[config.mk]
export PLATFORM = sky130hd
export DESIGN_NAME = plad_exec
export DESIGN_NICKNAME = d
export VERILOG_FILES = /design/src/rtl/plad_pkg.sv /design/src/rtl/plad_adder.sv /design/src/rtl/plad_exec.sv
export VERILOG_INCLUDE_DIRS = /design/src /design/src/rtl
export SDC_FILE = /design/constraint.sdc
export NUM_CORES = 1
export LEC_CHECK = 0
export ABC_CLOCK_PERIOD_IN_PS = 5000
export BUFFER_PORTS_ARGS = -buffer_cell sky130_fd_sc_hd__buf_2
export CAP_MARGIN = 20
export CELL_PAD_IN_SITES_DETAIL_PLACEMENT = 1
export CELL_PAD_IN_SITES_GLOBAL_PLACEMENT = 1
export CORE_MARGIN = 2
export CORE_UTILIZATION = 26
export CTS_CLUSTER_SIZE = 16
export DETAILED_ROUTE_END_ITERATION = 10
export PLACE_DENSITY = 0.59
export SKIP_CTS_REPAIR_TIMING = 1
export SYNTH_ARGS = -nofsm -noshare
export SYNTH_HDL_FRONTEND = slang
export SYNTH_HIERARCHICAL = 1
export SYNTH_SLANG_ARGS = --single-unit
[constraint.sdc]
create_clock -name clock -period 5 [get_ports clock]
set_input_delay 1 -clock clock [delete_from_list [all_inputs] [get_ports clock]]
set_output_delay 1 -clock clock [all_outputs]
set_load 0.005 [all_outputs]
[src/rtl/plad_defines.svh]
// Constants for the pointer literal add execution unit.
// Assumes inclusion by bare name from rtl/ files.
`ifndef PLAD_DEFINES_SVH
`define PLAD_DEFINES_SVH

`define PLAD_PTR_W      12
`define PLAD_PC_W       21
`define PLAD_LIT_W      6
`define PLAD_SEL_W      2
`define PLAD_OPC_HI     8'hE8
`define PLAD_OPC_B7     7
`define PLAD_OPC_B6     6
`define PLAD_SEL_RET    2'h3
`define PLAD_SEL_PTR2   2'h2
`define PLAD_PTR_RST    12'h000
`define PLAD_PC_RST     21'h000000

`endif

[src/rtl/plad_pkg.sv]
// Types for the pointer literal add execution unit.
// Assumes nothing beyond plad_defines.svh.
`include "plad_defines.svh"

package plad_pkg;

  typedef enum logic [1:0] {
    PLAD_IDLE = 2'b00,
    PLAD_NOP  = 2'b01
  } plad_state_e;

  typedef logic [`PLAD_PTR_W-1:0] plad_ptr_t;

endpackage

[src/rtl/plad_adder.sv]
// Pointer plus zero-extended literal adder.
// Assumes a combinational use inside plad_exec.
`timescale 1ns/1ps
`include "plad_defines.svh"

module plad_adder #(
  parameter int PTR_W = `PLAD_PTR_W,
  parameter int LIT_W = `PLAD_LIT_W
) (
  input  wire logic [PTR_W-1:0] ptr,
  input  wire logic [LIT_W-1:0] lit,
  output logic      [PTR_W-1:0] sum
);

  // Unsigned literal, wraps at pointer width
  assign sum = ptr + {{(PTR_W-LIT_W){1'b0}}, lit}; // RULE_01

endmodule

[src/rtl/plad_exec.sv]
// Execution unit for the pointer literal add and add-and-return instructions.
// Assumes one instruction word per clock when instr_valid is high and core stalls while busy.
`timescale 1ns/1ps
`include "plad_defines.svh"

// Functional notes
// RULE_01 - Add 6-bit literal to selected pointer
// RULE_02 - Selector 3 means add-and-return on pointer two
// RULE_03 - Return form first updates pointer two
// RULE_04 - Then program counter loads from stack top; the code loads it on the same edge that writes pointer two
// RULE_05 - Return form two cycles, plain form one
// RULE_06 - No status flags are ever changed
module plad_exec #(
  parameter int PTR_W = `PLAD_PTR_W,
  parameter int PC_W  = `PLAD_PC_W
) (
  input  wire logic            clock,
  input  wire logic            reset,
  input  wire logic            instr_valid,
  input  wire logic [15:0]     instr_word,
  input  wire logic [PC_W-1:0] return_stack_top,
  output logic [PTR_W-1:0]     indirect_address_pointer_zero,
  output logic [PTR_W-1:0]     indirect_address_pointer_one,
  output logic [PTR_W-1:0]     indirect_address_pointer_two,
  output logic [PC_W-1:0]      pc_load_value,
  output logic                 pc_load,
  output logic                 stack_pop,
  output logic                 busy,
  output logic                 status_write
);

  // ==========================================================
  // State
  typedef struct packed {
    plad_pkg::plad_state_e state;
    logic [2:0][PTR_W-1:0] ptr;
    logic [PC_W-1:0]       pc_val;
    logic                  pc_ld;
    logic                  pop;
    logic                  busy;
  } plad_regs_s;

  plad_regs_s cur_ff;
  plad_regs_s nxt_cur;

  // ==========================================================
  // Decode
  logic                    is_add;
  logic [`PLAD_SEL_W-1:0]  sel;
  logic [`PLAD_LIT_W-1:0]  lit;
  logic [PTR_W-1:0]        add_in;
  logic [PTR_W-1:0]        add_out;

  assign is_add = instr_valid && (instr_word[15:8] == `PLAD_OPC_HI)
                  && (cur_ff.state == plad_pkg::PLAD_IDLE);
  assign sel    = instr_word[`PLAD_OPC_B7:`PLAD_OPC_B6];
  assign lit    = instr_word[`PLAD_LIT_W-1:0];
  // Selector 3 routes to pointer two
  assign add_in = (sel == `PLAD_SEL_RET) ? cur_ff.ptr[2] : cur_ff.ptr[sel]; // RULE_02

  plad_adder #(
    .PTR_W (PTR_W),
    .LIT_W (`PLAD_LIT_W)
  ) u_adder (
    .ptr (add_in),
    .lit (lit),
    .sum (add_out)
  );

  // ==========================================================
  // Next state
  always_comb begin
    nxt_cur       = cur_ff;
    nxt_cur.pc_ld = 1'b0;
    nxt_cur.pop   = 1'b0;
    unique case (cur_ff.state)
      plad_pkg::PLAD_IDLE: begin
        nxt_cur.busy = 1'b0;
        if (is_add) begin
          if (sel == `PLAD_SEL_RET) begin
            nxt_cur.ptr[2] = add_out; // RULE_03
            nxt_cur.pc_val = return_stack_top; // RULE_04
            nxt_cur.pc_ld  = 1'b1;
            nxt_cur.pop    = 1'b1;
            nxt_cur.busy   = 1'b1; // RULE_05
            nxt_cur.state  = plad_pkg::PLAD_NOP;
          end else begin
            nxt_cur.ptr[sel] = add_out; // RULE_01
          end
        end
      end
      plad_pkg::PLAD_NOP: begin
        // Second cycle is a dead slot
        nxt_cur.busy  = 1'b0; // RULE_05
        nxt_cur.state = plad_pkg::PLAD_IDLE;
      end
      default: begin
        nxt_cur.busy  = 1'b0;
        nxt_cur.state = plad_pkg::PLAD_IDLE;
      end
    endcase
  end

  always_ff @(posedge clock) begin
    if (reset) begin
      cur_ff.state  <= plad_pkg::PLAD_IDLE;
      cur_ff.ptr    <= '0;
      cur_ff.pc_val <= `PLAD_PC_RST;
      cur_ff.pc_ld  <= 1'b0;
      cur_ff.pop    <= 1'b0;
      cur_ff.busy   <= 1'b0;
    end else begin
      cur_ff <= nxt_cur;
    end
  end

  // ==========================================================
  // Outputs
  assign indirect_address_pointer_zero = cur_ff.ptr[0];
  assign indirect_address_pointer_one  = cur_ff.ptr[1];
  assign indirect_address_pointer_two  = cur_ff.ptr[2];
  assign pc_load_value                 = cur_ff.pc_val;
  assign pc_load                       = cur_ff.pc_ld;
  assign stack_pop                     = cur_ff.pop;
  assign busy                          = cur_ff.busy;
  // Flags never written by these instructions
  assign status_write                  = 1'b0; // RULE_06

endmodule

-- Word-level counts from Yosys, hierarchy flattened
Index checks and enable logic that the tools add are counted.
- reductions and logical operators: 10
- bitwise gates (word level): 3
- $lt $le $gt $ge: 2
- $add $sub $neg: 1
- eq/ne operators: 2
- multiplexer cells: 8
- operators with widths (kind ; number):
    12-bit 2-to-1 mux ; 4
    36-bit bitwise mux ; 1
    12-bit binary-select mux with 2-bit select ; 1
    12-bit demux with 2-bit select ; 1
    12-bit by 6-bit adder with 12-bit output ; 1
    8-bit equality test, second input constant ; 1
    3-bit AND reduction ; 2
    2-bit AND reduction ; 2
    1-bit logical AND ; 3
    2-bit by 3-bit < comparator with 1-bit output, second input constant ; 1
    3-bit 2-to-1 mux ; 1
    1-bit NOT ; 3
    3-bit OR reduction ; 1
    2-bit equality test, second input constant ; 1
    2-bit by 1-bit greater-or-equal comparator with 1-bit output, second input constant ; 1
    2-bit zero test ; 1
    2-bit OR reduction ; 1
- logic and storage cells: 34
- input bits: 40
- bits in registers: 61

-- Longest topological paths before layout
Gate-level depths: netlist of the first run.
- word-level depth: 6
- depth in mapped cells: 12
- depth with buffers taken out: 10

-- Hierarchy
The synthesis of the first run kept the hierarchy.
- by module, submodules not included (module ; times used ; cells each ; area an instance (µm²)):
    plad_exec ; 1 ; 337 ; 3229.3
    plad_adder ; 1 ; 51 ; 366.6

-- Least setup slack after synthesis of the first run
OpenSTA, ideal clock, no wires.
- path kind: input -> register
- start: input port instr_word[6]
- end: register cur_ff (netlist bit indirect_address_pointer_zero[9])
- stages: 11
- data arrival time: 3.076 ns
- buffers on the path: 2
- slack: 1.852 ns
- path through: buf_2 > buf_2 > mux2i_1 > o21ai_0 > ha_1 > a21oi_2 > o22ai_1 > or4b_1 > nand4_1 > nand2b_1 > mux2i_1
- longest elaborated chain between the ends: 5
- elaborated cells on any way between the ends: 13
- classes of those cells: add/sub: 1; order compare: 2; eq/ne: 1; mux: 6; bitwise: 1; reduce/logical: 2
- ends and longest elaborated chain (what ; RTL line ; source):
    start, declared ; plad_exec.sv:20 ; input wire logic [15:0] instr_word,
    12-bit binary-select mux with 2-bit select ; plad_exec.sv:59 ; assign add_in = (sel == `PLAD_SEL_RET) ? cur_ff.ptr[2] : cur_ff.ptr[sel];
    12-bit 2-to-1 mux (implied by the code) ; plad_exec.sv:59 ;
    12-bit 2-to-1 mux * ; plad_exec.sv:59 ;
    net add_in[3] ; plad_exec.sv:51 ; logic [PTR_W-1:0] add_in;
    12-bit by 6-bit adder with 12-bit output * ; plad_adder.sv:16 ; assign sum = ptr + {{(PTR_W-LIT_W){1'b0}}, lit};
    net add_out[9] ; plad_exec.sv:52 ; logic [PTR_W-1:0] add_out;
    36-bit bitwise mux * ; plad_exec.sv:88 ; nxt_cur.ptr[sel] = add_out;
    end signal, assigned ; plad_exec.sv:113 ; cur_ff <= nxt_cur;
    end, declared ; plad_exec.sv:43 ; plad_regs_s cur_ff;
The timed path passes the listed nets; every way through them passes the cells marked *. The select of a mux whose other input is x is not followed.
A chain may end at the register's enable or synchronous reset.

-- Worst setup path in the final report of the first run
- start: input port instr_word[6]
- end: register cur_ff (netlist bit indirect_address_pointer_one[9])
Same word-level chain as after synthesis.

==> summary.md, run 1 <==
• 59 — number of synthesized register bits
• 0.392 — part of the power in registers
• 0 ns — setup_tns
• 0.199 — switch share
• 0.05 ns — Reg clk slew, reported paths
• indirect_address_pointer_one[9]$_SDFFE_PP0P_ — end of the critical path
• 0 — number of enable flip-flop cells after synthesis
• 0 — FFs w/ async S/R, synth
• 2720 — vias in the first global route
• 14.7 um — routed wirelength normalized by instance count
• 0 — Slew Limit Fails
• indirect_address_pointer_one[1]$_SDFFE_PP0P_ — reg-to-reg critical path startpoint
• built — TritonCTS clock tree
• 122 um — height of the die
• 0.00450 ns — skew final
• 388 — Syn Inst Count
• 99 — count of buffers from port buffering
• 0.120 — global-route total usage across every layer
• 0 — DR DRC count
• 0.865 ns — Worst-Margin Slew
• 9 — number of buffers created by CTS
• sky130_fd_sc_hd__nand2b_1, sky130_fd_sc_hd__mux2i_1, sky130_fd_sc_hd__buf_4 — most used standard cells in the synthesized netlist
• 3.16 ns — time the final worst path needs with I/O delays and setup
• 3600 um2 — mapped cell area
• 37 — count of different cell masters after synthesis
• 6280 um — half-perimeter wire length of the detailed placement result
• sky130_fd_sc_hd__dfxtp_1 — most common flop cell mapped by yosys
• 13400 um2 — core outline area
• instr_word[6] — launching instance or port of the critical path
• 0.32 ns — Clock Latency Late Sink
• 13700 um — wire length of the first global-routing pass
• register — category of the worst setup path capture point
• 8830 um — sum of routed wire length over all layers
• finished, final reports clean — status
• 599 — count of placed standard cells in the final layout, fillers left out
• 1.89 nW — leakage power of the design
• 122 um — Die Wd
• 3 — count of H-tree levels built during CTS
• 582 — post-placement cell count
• 0 — remaining number of nets flagged by the antenna check after routing
• 0.963 mW — Cell Int Power
• 17 — CP max FO
• 0.239 mW — switching power
• reg -> reg — class of the worst hold path
• 0 — gr ovfl total
• sky130_fd_sc_hd__dfxtp_1, sky130_fd_sc_hd__mux2i_1, sky130_fd_sc_hd__nand2b_1 — cell types occupying the most area after synthesis
• 0.555 — fraction of power consumed by the clock network
• 0 — number of setup violations in the final report
• 101 — io pins
• 4 — TritonRoute pass-1 iters
• 42 — Placement Rows
• 5.24 ns — Critical Path RT
• 0 — number of antenna diodes
• 59 — TritonCTS Sinks
• 3.40 ns — worst path arrival time
• 4.39 — ratio of routed vias to standard cells
• 93 — pin count of the biggest net entering global routing
• 49 — number of DRC markers after the initial detailed-route iteration
• 2.63 ns — r2r setup slk
• 0.471 ns — hold slack final
• false — unrepaired setup endpoints after global routing
• sky130_fd_sc_hd__nand2b_1 — most frequent cell after synthesis
• indirect_address_pointer_one[9]$_SDFFE_PP0P_ — critical register-to-register path endpoint
• 0.632 — share of the clock period used by the worst path
• 435 — net count after synthesis
• 9.27 um2 — post-synthesis area per instance
• 0 — Final Hold Vio Count
• 2631 — Via Count
• 9 — depth of the worst register-to-register path
• sky130_fd_sc_hd__dfxtp_1 — post-synthesis cell type with the largest combined area
• in -> reg — kind of critical path
• 0.699 — GPL Wtd Cong
• 293 nW/um2 — power per standard cell area
• sky130_fd_sc_hd__clkbuf_16 — master cell of the clock root buffer
• input pin — crit path launch type
• 2 — CTS Buffer Depth
• 0.268 — initial core utilization
• 0.328 — sequential element share of the synthesized area
• 14800 um2 — Die Footprint
• 13.9% — area growth from synthesis to final layout
• 1570 — layout filler cell count
• 6 — warning count from the yosys run
• 0 — total of max-cap violations
• 0.317 GHz — Max Clk Rate
• 139 uV — maximum vdd drop
• 465 — Nets
• 0.286 — fraction of layout instances using a drive strength above 1
• 0.423 — remaining max-slew budget at the tightest pin
• 0.053 — combinational group share of total power
• 0 — antenna violations before repair
• 0.328 — portion of synthesized cell area occupied by the leading cell type
[critical path, stage by stage]
cell and delay [ns]:
sky130_fd_sc_hd__buf_2 0.41, sky130_fd_sc_hd__mux2i_1 0.14, sky130_fd_sc_hd__o21ai_0 0.37, sky130_fd_sc_hd__ha_1 0.32, sky130_fd_sc_hd__a21oi_1 0.15, sky130_fd_sc_hd__o22ai_1 0.13, sky130_fd_sc_hd__or4b_1 0.53, sky130_fd_sc_hd__nand4_1 0.11
sky130_fd_sc_hd__nand2b_1 0.09, sky130_fd_sc_hd__mux2i_1 0.14
[worst min-delay path by stage]
stage | start | end | slack [ns] | depth (start not counted)
6_report | pc_load_value[8]$_SDFFE_PP0P_ | pc_load_value[8]$_SDFFE_PP0P_ | 0.47 | 2
5_1_grt | pc_load_value[1]$_SDFFE_PP0P_ | pc_load_value[1]$_SDFFE_PP0P_ | 0.50 | 2
4_1_cts | pc_load_value[8]$_SDFFE_PP0P_ | pc_load_value[8]$_SDFFE_PP0P_ | 0.48 | 2
3_5_place_dp | pc_load_value[8]$_SDFFE_PP0P_ | pc_load_value[8]$_SDFFE_PP0P_ | 0.46 | 2
3_3_place_gp | pc_load_value[12]$_SDFFE_PP0P_ | pc_load_value[12]$_SDFFE_PP0P_ | 0.46 | 2
2_1_floorplan | pc_load_value[0]$_SDFFE_PP0P_ | pc_load_value[0]$_SDFFE_PP0P_ | 0.45 | 2
[power groups by stage]
| stage | Sequential [mW] | Combinational [mW] | Clock (mW) |
|---|---|---|---|
| after detailed placement | 0.481 | 0.0637 | 0 |
| after global placement | 0.481 | 0.0618 | 0 |
| after global routing | 0.470 | 0.0704 | 0.716 |
| after CTS | 0.471 | 0.0642 | 0.697 |
| final | 0.471 | 0.0641 | 0.667 |
| after floorplan | 0.481 | 0.0398 | 0 |
[cell usage in the layout, fill, tap and decap left out, drive strengths merged]
| cell | n |
|---|---|
| ha | 6 |
| and4b | 1 |
| nor2b | 1 |
| bufinv | 2 |
| clkinv | 3 |
| o22ai | 1 |
| fa | 1 |
| nor2 | 5 |
| nand3 | 4 |
| and2 | 2 |
| nand2b | 90 |
| o21ai | 13 |
| dfxtp | 59 |
| conb | 1 |
| mux2i | 70 |
| o2111ai | 1 |
| or4b | 1 |
| nor3b | 2 |
| o211a | 1 |
| inv | 2 |
| a21o | 1 |
| xor2 | 4 |
| nand2 | 18 |
| nand4 | 3 |
| nor4 | 1 |
| a21oi | 8 |
| xnor2 | 5 |
| and4 | 2 |
| buf | 102 |
| nand4b | 1 |
| clkbuf | 11 |
| and3 | 1 |
[cell families (layout without fill, tap and decap cells)]
logic type               Yosys count  count (layout)  share of synthesized area
XOR/XNOR                           9               9                     0.0219
buffers and inverters             85             120                      0.165
flip-flops                        59              59                      0.328
AND/OR/NAND/NOR                  132             132                      0.223
multiplexers                      70              70                      0.195
AO/OA/AOI/OAI                     25              25                     0.0393
adder cells (fa/ha/maj)            7               7                     0.0264
other                              1               1                    0.00104
[layer usage]
layer / vias to the layer above / share of wire / GRT usage
li1: 1282 / - / -
met1: 1259 / 0.45 / 0.139
met2: 80 / 0.49 / 0.214
met3: 10 / 0.054 / 0.0375
met4: 0 / 0.010 / 0.0323
met5: - / 0 / 0
[registers in the layout, indices dropped and copies added, names as in the netlist]
register and count:
indirect_address_pointer_two 12, cur_ff 1, indirect_address_pointer_one 12, pc_load_value 21, indirect_address_pointer_zero 12, pc_load 1
[area by class of cell]
class	instances	area [um2]	share of cell area
well taps	176	220	0.0538
clock buffers	11	253	0.0617
flip-flops and latches	59	1180	0.288
multi-input cells	244	1820	0.445
repair buffers	102	538	0.131
inverters	2	7.51	0.00183
clock inverters	5	75.1	0.0183
[metrics by stage]
| stage | total power [mW] | util | worst slack [ns] | cell area (um2) |
|---|---|---|---|---|
| 2_1_floorplan | 0.520 | - | 1.85 | 3600 |
| 3_3_place_gp | 0.542 | 0.279 | 1.62 | 3730 |
| 3_5_place_dp | 0.544 | 0.280 | 1.50 | 3750 |
| 4_1_cts | 1.23 | 0.304 | 1.83 | 4080 |
| 5_1_grt | 1.26 | 0.306 | 1.62 | 4100 |
| 6_report | 1.20 | 0.306 | 1.84 | 4100 |
(Power assumes the default switching activity.)
==> run 2: changes to the inputs <==
- ABC_AREA: default -> 1
- ABC_CLOCK_PERIOD_IN_PS: 5000 -> 2600
- PLACE_DENSITY: 0.59 -> 0.65
- clock period: 5 -> 2.6 ns (I/O delays scaled with it)
==> run 2 against run 1 <==
Net effect: sequential power increased by 92%; register-to-register slack got worse by 2.1 ns; synthesized area decreased by 2.1%; non-clock buffer count increased by 7; global-route usage increased by 2.7 points; clock-buffer cell count decreased by 2; wire length increased by 15%; core utilization decreased by 0.17 points.
==> summary.md, run 2 <==
• finished, final reports clean — status, unchanged
• 6 — warning count from the yosys run, unchanged
• 101 — io pins, unchanged
• 0.266 — initial core utilization, was 0.268
• 0 — gr ovfl total, unchanged
• 575 — net count after synthesis, was 435
• 3 — count of H-tree levels built during CTS, unchanged
• 1724 — layout filler cell count, was 1570
• 2 — CTS Buffer Depth, unchanged
• 0.0221 ns — setup slack after placement, was 1.50 ns
• 0 — Final Hold Vio Count, unchanged
• 17000 um — wire length of the first global-routing pass, was 13700 um
• 0.335 — sequential element share of the synthesized area, was 0.328
• 0.614 ns — Worst-Margin Slew, was 0.865 ns
• 528 — Syn Inst Count, was 388
• 13.6 um — routed wirelength normalized by instance count, was 14.7 um
• 0.240 — fraction of layout instances using a drive strength above 1, was 0.286
• 0.376 ns — worst setup slack after layout, was 1.84 ns
• sky130_fd_sc_hd__nand2_1, sky130_fd_sc_hd__buf_2, sky130_fd_sc_hd__nor2_1 — commonest cells after routing, fill and taps aside, was sky130_fd_sc_hd__buf_2, sky130_fd_sc_hd__nand2b_1, sky130_fd_sc_hd__mux2i_1
• sky130_fd_sc_hd__nand2_1 — most frequent cell after synthesis, was sky130_fd_sc_hd__nand2b_1
• 747 — count of placed standard cells in the final layout, fillers left out, was 599
• sky130_fd_sc_hd__dfxtp_1, sky130_fd_sc_hd__nand2_1, sky130_fd_sc_hd__buf_4 — cell types occupying the most area after synthesis, was sky130_fd_sc_hd__dfxtp_1, sky130_fd_sc_hd__mux2i_1, sky130_fd_sc_hd__nand2b_1
• 0.589 — remaining max-slew budget at the tightest pin, was 0.423
• 42 — Placement Rows, unchanged
• 120 um — Die Wd, was 122 um
• sky130_fd_sc_hd__nand2_1 — most common cell after layout, fill and taps aside, was sky130_fd_sc_hd__buf_2
• 2.49 ns — worst path arrival time, was 3.40 ns
• 0.00995 — xor/xnor share of the synthesized area, was 0.0219
• 6.67 um2 — post-synthesis area per instance, was 9.27 um2
• 0 — DR DRC count, unchanged
• 59 — TritonCTS Sinks, unchanged
• 3436 — vias in the first global route, was 2720
• 4 — TritonRoute pass-1 iters, unchanged
• 0.00449 ns — skew final, was 0.00450 ns
• 0.855 — share of the clock period used by the worst path
• 9 — number of buffers created by CTS, unchanged
• 0.46 ns — Largest stage delay, worst path, was 0.53 ns
• 732 — post-placement cell count, was 582
• 2.22 ns — time the final worst path needs with I/O delays and setup
• 0 — mux cell area share after synthesis, was 0.195
• 0 — remaining number of nets flagged by the antenna check after routing, unchanged
• built — TritonCTS clock tree, unchanged
• 0 — total of max-cap violations, unchanged
• 535 nW/um2 — power per standard cell area, was 293 nW/um2
• sky130_fd_sc_hd__dfxtp_1 — post-synthesis cell type with the largest combined area, unchanged
• 0.148 — global-route total usage across every layer, was 0.120
• 37 — pin count of the biggest net entering global routing, was 93
• sky130_fd_sc_hd__clkbuf_16 — master cell of the clock root buffer, unchanged
• 0 — number of setup violations in the final report, unchanged
• 13200 um2 — core outline area, was 13400 um2
• 0.33 ns — Clock Latency Late Sink, was 0.32 ns
• 10200 um — sum of routed wire length over all layers, was 8830 um
• 2.87 ns — Critical Path RT, was 5.24 ns
• 0 — FFs w/ async S/R, synth, unchanged
• 0 — number of antenna diodes, unchanged
• 99 — count of buffers from port buffering, unchanged
• 120 um — height of the die, was 122 um
• in -> reg — kind of critical path, unchanged
• 7800 um — half-perimeter wire length of the detailed placement result, was 6280 um
• 0.456 ns — hold slack final, was 0.471 ns
• sky130_fd_sc_hd__fa_1 — highest-delay cell along the critical path, was sky130_fd_sc_hd__or4b_1
• 7 — CP max FO, was 17
• 3288 — Via Count, was 2631
• 0.05 ns — Reg clk slew, reported paths, about the same
• 614 — Nets, was 465
• 14.3% — area growth from synthesis to final layout, was 13.9%
• 0 — Slew Limit Fails, unchanged
• 0.769 — GPL Wtd Cong, was 0.699
• 326 uV — maximum vdd drop, was 139 uV
• sky130_fd_sc_hd__dfxtp_1 — most common flop cell mapped by yosys, unchanged
• 2.25 nW — leakage power of the design, was 1.89 nW
• 4.40 — ratio of routed vias to standard cells, was 4.39
• 59 — number of synthesized register bits, unchanged
• 27 — count of different cell masters after synthesis, was 37
• sky130_fd_sc_hd__nand2_1, sky130_fd_sc_hd__nor2_1, sky130_fd_sc_hd__buf_4 — most used standard cells in the synthesized netlist, was sky130_fd_sc_hd__nand2b_1, sky130_fd_sc_hd__mux2i_1, sky130_fd_sc_hd__buf_4
• 0.335 — portion of synthesized cell area occupied by the leading cell type, was 0.328
• 3520 um2 — mapped cell area, was 3600 um2
• reg -> reg — class of the worst hold path, unchanged
• false — unrepaired setup endpoints after global routing, unchanged
• 0 — number of enable flip-flop cells after synthesis, unchanged
• 0.0270 — Synth Area in Adders, was 0.0264
• 0.0757 — post-synthesis compound-gate area fraction, was 0.0393
• 2.15 mW — overall power, was 1.20 mW
• 0 — antenna violations before repair, unchanged
• 0 ns — setup_tns, unchanged
• input pin — crit path launch type, unchanged
• 21 — flip-flop count of the largest register after layout, unchanged
• 86 — number of DRC markers after the initial detailed-route iteration, was 49
• simple AND/OR/NAND/NOR gates — main combinational cell family by area after synthesis, unchanged
• register — category of the worst setup path capture point, unchanged
• 0.450 GHz — Max Clk Rate
• 0.328 — simple-gate share of the synthesized area, was 0.223
• buf_2 -> inv_1 -> nand2_1 -> o21ai_0 -> ha_1 -> fa_1 -> nand2_1 -> nand3_2 -> xor2_1 -> nor2_1 -> nor2_1 — critical path cell sequence, was buf_2 -> mux2i_1 -> o21ai_0 -> ha_1 -> a21oi_1 -> o22ai_1 -> or4b_1 -> nand4_1 -> nand2b_1 -> mux2i_1
• 14500 um2 — Die Footprint, was 14800 um2
-- run 2: cell count changes in the layout (fill, tap and decap cells not counted), sizes merged, moves of 5 or more --
cell	delta
a21oi	+16
a22oi	+11
buf	+7
inv	+54
mux2i	-70
nand2	+122
nand2b	-90
nand3	+36
nor2	+81
xnor2	-5
-- run 2: cell families (layout without fill, tap and decap cells) --
family	count (synthesis)	in the layout
adder cells (fa/ha/maj)	7	7
flip-flops	59	59
XOR/XNOR	4	4
AND/OR/NAND/NOR	272	272
buffers and inverters	138	181
AO/OA/AOI/OAI	47	47
other	1	1
-- run 2: per-stage QoR --
stage / util / instance area [um2]
after floorplan: - / 3520
after global placement: 0.283 / 3740
after detailed placement: 0.283 / 3740
after CTS: 0.304 / 4030
after global routing: 0.304 / 4030
final: 0.304 / 4030
-- run 2: layout make-up --
type | instances | area, um2 | share of cell area
clock inverters | 6 | 57.6 | 0.0143
inverters | 57 | 214 | 0.0532
flip-flops and latches | 59 | 1180 | 0.293
well taps | 176 | 220 | 0.0547
repair buffers | 109 | 571 | 0.142
clock buffers | 9 | 225 | 0.0560
multi-input cells | 331 | 1560 | 0.387
-- run 2: worst max-delay path, delay by kind of cell --
family,cells,cell delay (ns)
AOI/OAI and AO/OA,1,0.13
xor gates and xnor gates,1,0.27
adders and majority gates,2,0.72
buffers and inverters,2,0.25
and+or+nand+nor,5,0.60
-- run 2: power breakdown --
group	leakage [nW]	internal, mW	switching (mW)
clock	0.141	0.728	0.413
combinational	1.63	0.0379	0.0686
sequential	0.475	0.906	0.000452
total	2.25	1.67	0.482
-- run 2: routing by layer --
| layer | share of wire | GRT usage |
|---|---|---|
| met1 | 0.45 | 0.176 |
| met2 | 0.48 | 0.259 |
| met3 | 0.062 | 0.0325 |
| met4 | 0.011 | 0.0523 |
| met5 | 0 | 0 |
-- run 2: final timing paths --
path / endpoint / cells after the start / slack (ns) / start
max: indirect_address_pointer_one[6]$_SDFFE_PP0P_ / 11 / 0.38 / instr_word[7]
min: pc_load_value[13]$_SDFFE_PP0P_ / 2 / 0.46 / pc_load_value[13]$_SDFFE_PP0P_
max reg2reg: indirect_address_pointer_one[6]$_SDFFE_PP0P_ / 9 / 0.51 / indirect_address_pointer_two[0]$_SDFFE_PP0P_
min reg2reg: pc_load_value[13]$_SDFFE_PP0P_ / 2 / 0.46 / pc_load_value[13]$_SDFFE_PP0P_
